<file path="config.mk">
export PLATFORM = sky130hd
export DESIGN_NAME = sbm_multiplier_flat
export DESIGN_NICKNAME = d
export VERILOG_FILES = /design/src/core/sbm_pkg.sv /design/src/core/sbm_link_if.sv /design/src/core/sbm_multiplier.sv /design/src/flat_wrapper.sv
export VERILOG_INCLUDE_DIRS = /design/src /design/src/core
export SDC_FILE = /design/constraint.sdc
export NUM_CORES = 1
export LEC_CHECK = 0
export BUFFER_PORTS_ARGS = -buffer_cell sky130_fd_sc_hd__buf_2
export CAP_MARGIN = 10
export CORE_ASPECT_RATIO = 0.5
export CORE_UTILIZATION = 40
export DETAILED_ROUTE_END_ITERATION = 10
export PLACE_DENSITY_LB_ADDON = 0.3
export REMOVE_ABC_BUFFERS = 1
export SYNTH_ARGS = -nofsm -noshare
export SYNTH_HDL_FRONTEND = slang
export SYNTH_SLANG_ARGS = --single-unit
</file>
<file path="constraint.sdc">
create_clock -name clk -period 2.1 [get_ports clk]
set_input_delay 0.21 -clock clk [delete_from_list [all_inputs] [get_ports clk]]
set_output_delay 0.21 -clock clk [all_outputs]
set_load 0.01 [all_outputs]
</file>
<file path="src/core/sbm_cfg.svh">
// Constants for the serial Booth multiplier and its source
`ifndef SBM_CFG_SVH
`define SBM_CFG_SVH
`define SBM_X_WIDTH      8
`define SBM_Y_WIDTH      8
`define SBM_RUN_PERIODS  18
`define SBM_SIGN_REPEAT  8
`endif

</file>
<file path="src/core/sbm_pkg.sv">
// Types shared by the serial Booth multiplier ends
package sbm_pkg;
  typedef enum logic [1:0] {
    SBM_IDLE,
    SBM_CLEAR,
    SBM_RUN
  } sbm_state_t;
endpackage

</file>
<file path="src/core/sbm_link_if.sv">
// Link between the multiplier source and the multiplier device
`timescale 1ns/10ps
interface sbm_link_if #(parameter int XW = 8);
  logic [XW-1:0] multiplicandIn;
  logic          multiplierBit;
  logic          loadClear_n;
  logic          expansionIn;
  logic          topSelect;
  logic          productSerialOut;
  modport dev (
    input  multiplicandIn,
    input  multiplierBit,
    input  loadClear_n,
    input  expansionIn,
    input  topSelect,
    output productSerialOut
  );
  modport src (
    output multiplicandIn,
    output multiplierBit,
    output loadClear_n,
    output expansionIn,
    output topSelect,
    input  productSerialOut
  );
endinterface

</file>
<file path="src/core/sbm_multiplier.sv">
// Serial/parallel Booth multiplier device, carry-save cells
// ==========================================================
// What this block does
// - Capture and hold eight-bit signed multiplicand
// - Source sends multiplier bits, LSB first
// - Product leaves serially, LSB first
// - Booth recoding gives signed product directly
// - Latches open while load low, hold after
// - Load low clears previous bit, carries, sums
// - Load low forces product output low
// - Pair 0,1 adds; equal pair only shifts
// - Pair 1,0 subtracts multiplicand then shifts
// - Other state changes on rising clock edge
// - Load/clear is sampled on the rising clock edge
// - Top device: select low, expansion low
// - Lower device: select high, expansion chained
// - Carry-save cells; top cell uses expansion
// - Load low one bit time after edge
// - First product bit out after first edge
// - Each later bit from one cell upstream
// - Source repeats sign bit nine more times in a run
// - Eight by eight run takes 18 periods
// - Full-width multiplicand; no upper inputs tied to sign
`timescale 1ns/10ps
`include "sbm_cfg.svh"
module sbm_multiplier
  import sbm_pkg::*;
#(
  parameter int XW = `SBM_X_WIDTH
) (
  input wire logic clk,
  input wire logic reset_n,
  sbm_link_if.dev  link
);
  // ==========================================================
  // Multiplicand latch
  // Load/clear is sampled with the clock: in a synchronous core
  // the transparent latch becomes a register loaded while low.
  logic [XW-1:0] mcand_q;
  always_ff @(posedge clk) begin
    if (!reset_n) begin
      mcand_q <= '0;
    end else if (!link.loadClear_n) begin
      mcand_q <= link.multiplicandIn;
    end
  end

  // ==========================================================
  // Booth recoding
  // Each edge pairs the bit on the line with the bit seen one edge
  // earlier. The previous bit starts at zero after a clear, so a
  // multiplier whose low bit is one opens with a subtraction.
  logic clearNow;
  assign clearNow = !link.loadClear_n;

  function automatic logic booth_is_add(
    input logic cur,
    input logic prev
  );
    return !cur && prev;
  endfunction

  function automatic logic booth_is_sub(
    input logic cur,
    input logic prev
  );
    return cur && !prev;
  endfunction

  logic prevBit_q;
  logic doAdd;
  logic doSub;

  assign doAdd = booth_is_add(link.multiplierBit, prevBit_q);
  assign doSub = booth_is_sub(link.multiplierBit, prevBit_q);

  // Cleared with the sums so that no stale pair survives a new run
  always_ff @(posedge clk) begin
    if (!reset_n) begin
      prevBit_q <= 1'b0;
    end else if (clearNow) begin
      prevBit_q <= 1'b0;
    end else begin
      prevBit_q <= link.multiplierBit;
    end
  end

  // ==========================================================
  // Operand widening
  // The array is twice the multiplicand width. Sign bits that are
  // wrong at the very top of a carry-save word can only disturb
  // weights above the last product bit, so the top cell needs no
  // exact sign recovery. A longer product needs a wider array.
  // Negating the most negative multiplicand also fits at this width.
  localparam int AW = 2 * XW;

  function automatic logic [AW-1:0] sign_extend(
    input logic [XW-1:0] value
  );
    return {{(AW - XW){value[XW-1]}}, value};
  endfunction

  function automatic logic [AW-1:0] negate(
    input logic [AW-1:0] value
  );
    return ~value + AW'(1);
  endfunction

  // The negated multiplicand is formed once while the latch is open,
  // which keeps a full-width adder off the per-edge path.
  logic [AW-1:0] mcandNeg_q;
  always_ff @(posedge clk) begin
    if (!reset_n) begin
      mcandNeg_q <= '0;
    end else if (clearNow) begin
      mcandNeg_q <= negate(sign_extend(link.multiplicandIn));
    end
  end

  logic [AW-1:0] mcandPos;
  assign mcandPos = sign_extend(mcand_q);

  // A bare shift adds zero
  logic [AW-1:0] addend;
  always_comb begin
    if (doSub) begin
      addend = mcandNeg_q;
    end else if (doAdd) begin
      addend = mcandPos;
    end else begin
      addend = '0;
    end
  end

  // ==========================================================
  // Carry-save array; cell AW-1 is the top cell
  function automatic logic fa_sum(
    input logic a,
    input logic b,
    input logic c
  );
    return a ^ b ^ c;
  endfunction

  function automatic logic fa_carry(
    input logic a,
    input logic b,
    input logic c
  );
    return (a & b) | (a & c) | (b & c);
  endfunction

  logic [AW-1:0] sum_q;
  logic [AW-1:0] carry_q;
  logic [AW-1:0] upper;
  logic [AW-1:0] sumD;
  logic [AW-1:0] carryD;
  logic          topInput;

  // ==========================================================
  // Cascade top input
  // A lower device takes the next device's output as its top addend;
  // the top device feeds zero there whatever the expansion pin shows.
  // Chained devices only meet the low product bits at this width.
  assign topInput = link.topSelect ? link.expansionIn : 1'b0;
  assign upper    = {topInput, sum_q[AW-1:1]};

  always_comb begin
    sumD   = '0;
    carryD = '0;
    for (int i = 0; i < AW; i++) begin
      sumD[i]   = fa_sum(addend[i], upper[i], carry_q[i]);
      carryD[i] = fa_carry(addend[i], upper[i], carry_q[i]);
    end
  end

  // ==========================================================
  // Sum and carry registers
  // Sums shift one cell down each edge; carries stay in their cell
  always_ff @(posedge clk) begin
    if (!reset_n) begin
      sum_q <= '0;
    end else if (clearNow) begin
      sum_q <= '0;
    end else begin
      sum_q <= sumD;
    end
  end

  // A carry has twice its cell's weight, which the shift absorbs
  always_ff @(posedge clk) begin
    if (!reset_n) begin
      carry_q <= '0;
    end else if (clearNow) begin
      carry_q <= '0;
    end else begin
      carry_q <= carryD;
    end
  end

  // ==========================================================
  // Serial product output
  // No extra flop: the bit stands right after the edge that forms it
  assign link.productSerialOut = sum_q[0];
endmodule

</file>
<file path="src/flat_wrapper.sv">
// flat-port wrapper written by rule: the top's interface ports become plain ports
module sbm_multiplier_flat import sbm_pkg::*;
#(
  parameter int XW = `SBM_X_WIDTH
)
  (clk, reset_n, link_multiplicandIn, link_multiplierBit, link_loadClear_n, link_expansionIn, link_topSelect, link_productSerialOut);
  sbm_link_if #(.XW(XW)) link_i ();
  input wire logic clk;
  input wire logic reset_n;
  input wire logic [$bits(link_i.multiplicandIn)-1:0] link_multiplicandIn;
  input wire logic [$bits(link_i.multiplierBit)-1:0] link_multiplierBit;
  input wire logic [$bits(link_i.loadClear_n)-1:0] link_loadClear_n;
  input wire logic [$bits(link_i.expansionIn)-1:0] link_expansionIn;
  input wire logic [$bits(link_i.topSelect)-1:0] link_topSelect;
  output wire logic [$bits(link_i.productSerialOut)-1:0] link_productSerialOut;
  assign link_i.multiplicandIn = link_multiplicandIn;
  assign link_i.multiplierBit = link_multiplierBit;
  assign link_i.loadClear_n = link_loadClear_n;
  assign link_i.expansionIn = link_expansionIn;
  assign link_i.topSelect = link_topSelect;
  assign link_productSerialOut = link_i.productSerialOut;
  sbm_multiplier #(.XW(XW)) u_core (.clk(clk), .reset_n(reset_n), .link(link_i));
endmodule
</file>
# After elaboration in Yosys (flattened, before gate mapping)
# Index checks and enable logic that the tools add are counted.
[op_classes]
muxes = 3
addsub = 1
reduce_logical = 5
bitwise_logic = 113
[op_table]
columns = ["cell", "count"]
rows = [
  ["AND 1 bit", 48],
  ["two-way mux 16 bit", 2],
  ["OR 1 bit", 32],
  ["XOR 1 bit", 32],
  ["adder 16 x 1 -> 16 bit (second input constant)", 1],
  ["inverter 16 bit", 1],
  ["logical AND 1 bit", 2],
  ["zero test 1 bit", 2],
  ["AND reduction 2 bit", 1],
  ["two-way mux 1 bit", 1],
]
[totals]
ff_bits = 57
inputBits = 14
elab_cells = 127

# Longest topological paths before layout
[depth]
depth_word = 7
depth_mapped = 7
depth_no_buf = 5

# Worst setup path before layout
# Ideal clock, no wire load.
[synth_timing]
kind = "register to register"
startpoint = "reg u_core.prevBit_q"
endpoint = "reg u_core.sum_q[15]"
setup_slack_ns = 0.265
path_stages_with_launch = 8
period_less_slack_ns = 1.835
t_arrival_ns = 1.719
required_time_ns = 1.985
path_cell_list = "dfxtp_1 -> nor2b_1 -> buf_1 -> and2_1 -> clkbuf_1 -> a21o_1 -> fa_1 -> and3_1"
[synth_via]
elab_chain_len = 5
elab_cells_between_ends = 7
classes_between = "2 x mux; 2 x bitwise; 3 x reduce/logical"
[synth_rtl]
columns = ["item", "line", "rtl"]
rows = [
  ["start, declared", "sbm_multiplier.sv:70", "logic prevBit_q;"],
  ["start signal, assigned", "sbm_multiplier.sv:84", "prevBit_q <= link.multiplierBit;"],
  ["logical AND 1 bit / zero test 1 bit (equally long branches)", "sbm_multiplier.sv:60, sbm_multiplier.sv:67", ""],
  ["two-way mux 16 bit / logical AND 1 bit (equally long branches)", "sbm_multiplier.sv:128, sbm_multiplier.sv:67", ""],
  ["two-way mux 16 bit *", "sbm_multiplier.sv:126", "if (doSub) begin"],
  ["XOR 1 bit * (2 in a row)", "sbm_multiplier.sv:142", "return a ^ b ^ c;"],
  ["named net u_core.sumD[15]", "sbm_multiplier.sv:156", "logic [AW-1:0] sumD;"],
  ["end signal, assigned", "sbm_multiplier.sv:186", "sum_q <= sumD;"],
  ["end, declared", "sbm_multiplier.sv:153", "logic [AW-1:0] sum_q;"],
]
# The timed path passes the listed nets; every way through them passes the cells marked *.
# A chain may end at the register's enable or synchronous reset.

# Final worst setup path
[layout_timing]
startpoint = "reg u_core.prevBit_q"
endpoint = "reg u_core.sum_q[4]"
[layout_via]
elab_chain_len = 5
elab_cells_between_ends = 7
classes_between = "2 x mux; 2 x bitwise; 3 x reduce/logical"
[layout_rtl]
columns = ["item", "line"]
rows = [
  ["logical AND 1 bit / zero test 1 bit (equally long branches)", "sbm_multiplier.sv:60, sbm_multiplier.sv:67"],
  ["two-way mux 16 bit / logical AND 1 bit (equally long branches)", "sbm_multiplier.sv:128, sbm_multiplier.sv:67"],
  ["two-way mux 16 bit *", "sbm_multiplier.sv:126"],
  ["XOR 1 bit * (2 in a row)", "sbm_multiplier.sv:142"],
]
# Every way passes the cells marked *; elsewhere a longest branch is shown, timed or not.

==> flow_summary.ini <==
[floorplan]
initial_utilization_pct = 42.2
core_area_um2 = 5590
num_rows = 19
ios = 15
dieWidth_um = 111
die_area_um2 = 6220
die_h_um = 56.3

[global_routing]
use_met3_pct = 3.35
grt_pass1_wl_um = 6870
antenna_found_initial = 0
grt_busiest_layer = met2
met2_usage_pct = 25.2
grtUsageMet1_pct = 16.6
grt_overflow = 0
grt_pass1_vias = 1533
track_usage_pct = 14.0
grt_max_degree = 31

[pwr]
p_leak_nw = 0.923
p_per_area_nw_per_um2 = 791
ir_drop_mv = 0.364

[setup_path]
start_kind = flip-flop
cp.required_ns = 2.27
max_stage_delay_ns = 0.54
crit_slowest_cell = nor2b_2
crit_chain = nor2b_2 -> a22oi_1 -> fa_1 -> nor2_1
reg2reg_slack_ns = 0.31
cp.arrival_ns = 1.96
rr_startpoint = u_core.prevBit_q
cp_num_buf_inv = 0
end_kind = flip-flop
crit_family = simple AND/OR/NAND/NOR gates
rr_endpoint = u_core.sum_q[4]
path_class = flip-flop to flip-flop
rr_worst_depth = 4
cp_max_fo = 16

[routing]
drt_iter0_drc = 49
vias_per_cell = 4.66
first_pass_iters = 4
post-route-drc-count = 0
wirelength_um = 3850
wire_per_inst_um = 11.8
ant_nets = 0
vias = 1520

[clock_tree]
cts_buffers = 5
tritoncts = done
clock_latency_ns = 0.29
post_cts_buffers = 0
cts.path.max_buffers = 2
h-tree-depth = 2
cts_root_buffer = clkbuf_16
clkTransAtPathRegs_ns = 0.07
postCtsHoldBufs = 0
cts_sinks = 56

[timing]
timing.fmax_mhz = 559
min_period_over_period_pct = 85.1
finalSetupViolations = 0
slew_headroom_pct = 55.3
skew_ns = 0.00428
rsz0062_at_grt = false
finalHoldViolations = 0
max_slew.worst_pin.slew_ns = 0.667
timing.setup.tns_ns = 0
final.min_clock_period_ns = 1.79
finalMaxSlewViolations = 0

[placed_design]
portBuffers = 14
gp_congestion = 0.722
dp.cells = 318
dpl.hpwl_um = 2640

[layout]
fillers = 526
antenna_cells = 0
final_layout_size_suffix_gt1_share_pct = 10.3
final_cell_mix = dfxtp_1 (56), inv_1 (34), nor2_1 (33)
fin_cells = 326
syn2layout_area_growth_pct = 11.8
layout_commonest_cell = dfxtp_1
nNetsFinal = 284

[synth]
synthCells = 242
yosys.area.top_type = dfxtp_1
synth_top_area_share_pct = 47.6
post_synth.cell_area_avg_um2 = 9.74
synth_top_cells_by_area = dfxtp_1 (48%), fa_1 (14%), inv_1 (5.4%), nor2_1 (5.3%), mux2i_1 (4.2%)
yosysWarnings = 0
ys_seq_area_share_pct = 47.6
synth_cell_types = 32
synth_area_um2 = 2360
synth-seq-cells = 56

[worst_hold_path]
worstHoldStart = link_multiplierBit
holdPathStages = 2
hold_end = u_core.prevBit_q
hold_class = primary input to flip-flop

[flow_run]
drv_cap = 0

[run_status]
outcome = finished clean
per-layer routing:
metal,share of wire (%),vias up
li1,-,779
met1,47,726
met2,50,13
met3,2.5,2
met4,0.36,0
met5,0,-
report_power, final:
group | total (W) | leakage [nW] | switching [W] | internal (W)
logic | 0.000150 | 0.396 | 0.0000879 | 0.0000625
clock network | 0.000822 | 0.0712 | 0.000346 | 0.000476
registers | 0.00111 | 0.456 | 0.0000160 | 0.00110
cell usage after synthesis:
cell type / n
dfxtp_1: 56
inv_1: 34
nor2_1: 33
fa_1: 16
clkbuf_1: 12
nor2b_1: 12
mux2i_1: 10
nand2_1: 10
a21oi_1: 8
a21boi_0: 7
a22oi_1: 6
o21ai_0: 6
and2_1: 4
nand3_1: 4
and3_1: 3
ha_1: 2
nand2b_1: 2
or3_1: 2
xor2_1: 2
a21o_1: 1
buf_1: 1
buf_2: 1
nand3b_1: 1
nor3b_1: 1
o211ai_1: 1
o21a_1: 1
o311ai_0: 1
o31ai_1: 1
o41ai_2: 1
or4_1: 1
or4_4: 1
xnor2_1: 1
sequential cells by signal, summed over array words and instances, names as in the netlist:
| name | count |
|---|---|
| u_core.carry_q | 16 |
| u_core.mcandNeg_q | 15 |
| u_core.mcand_q | 8 |
| u_core.prevBit_q | 1 |
| u_core.sum_q | 16 |
cells by family (layout without fill, tap and decap cells):
kind of cell	after synthesis	count (layout)	share of synthesized area, %
simple gates	74	74	15.2
flops	56	56	47.6
buf+inv	48	59	7.70
compound gates	33	33	9.45
fa+ha+maj	18	18	14.7
mux	10	10	4.25
xor+xnor	3	3	1.12
final cells by class:
class / instances / area (µm²) / share of cell area [%]
sequential: 56 / 1120 / 42.5
multi-input combinational: 138 / 1060 / 40.1
clock buffer: 8 / 146 / 5.56
inverter: 34 / 128 / 4.84
timing repair buffer: 17 / 92.6 / 3.51
tap: 73 / 91.3 / 3.47
worst max path at each step:
stage	cells past startpoint	slack, ns	to	start
6_report	4	0.31	u_core.sum_q[4]	u_core.prevBit_q
5_1_grt	4	0.19	u_core.sum_q[12]	u_core.prevBit_q
4_1_cts	4	0.28	u_core.sum_q[12]	u_core.prevBit_q
3_5_place_dp	5	-0.14	u_core.sum_q[12]	link_multiplierBit
3_3_place_gp	5	-0.06	u_core.sum_q[4]	link_multiplierBit
2_1_floorplan	4	0.35	u_core.sum_q[15]	u_core.prevBit_q
per-stage QoR:
stage	total power (W)	utilization (%)	hold slack, ns	worst slack [ns]	instance area [µm²]
floorplan	0.00122	-	0.332	0.347	2300
global placement	0.00128	44.5	0.461	-0.0629	2490
detailed placement	0.00129	44.5	0.469	-0.143	2490
CTS	0.00211	47.2	0.180	0.282	2640
global route	0.00217	47.2	0.189	0.195	2640
finish	0.00209	47.2	0.179	0.312	2640
repair_timing:
action	in CTS	in global routing
setup endpoints to repair	16	0
resized for setup	1	0
hold endpoints to repair	0	0
Note: power is estimated with default switching activity, not from simulation.
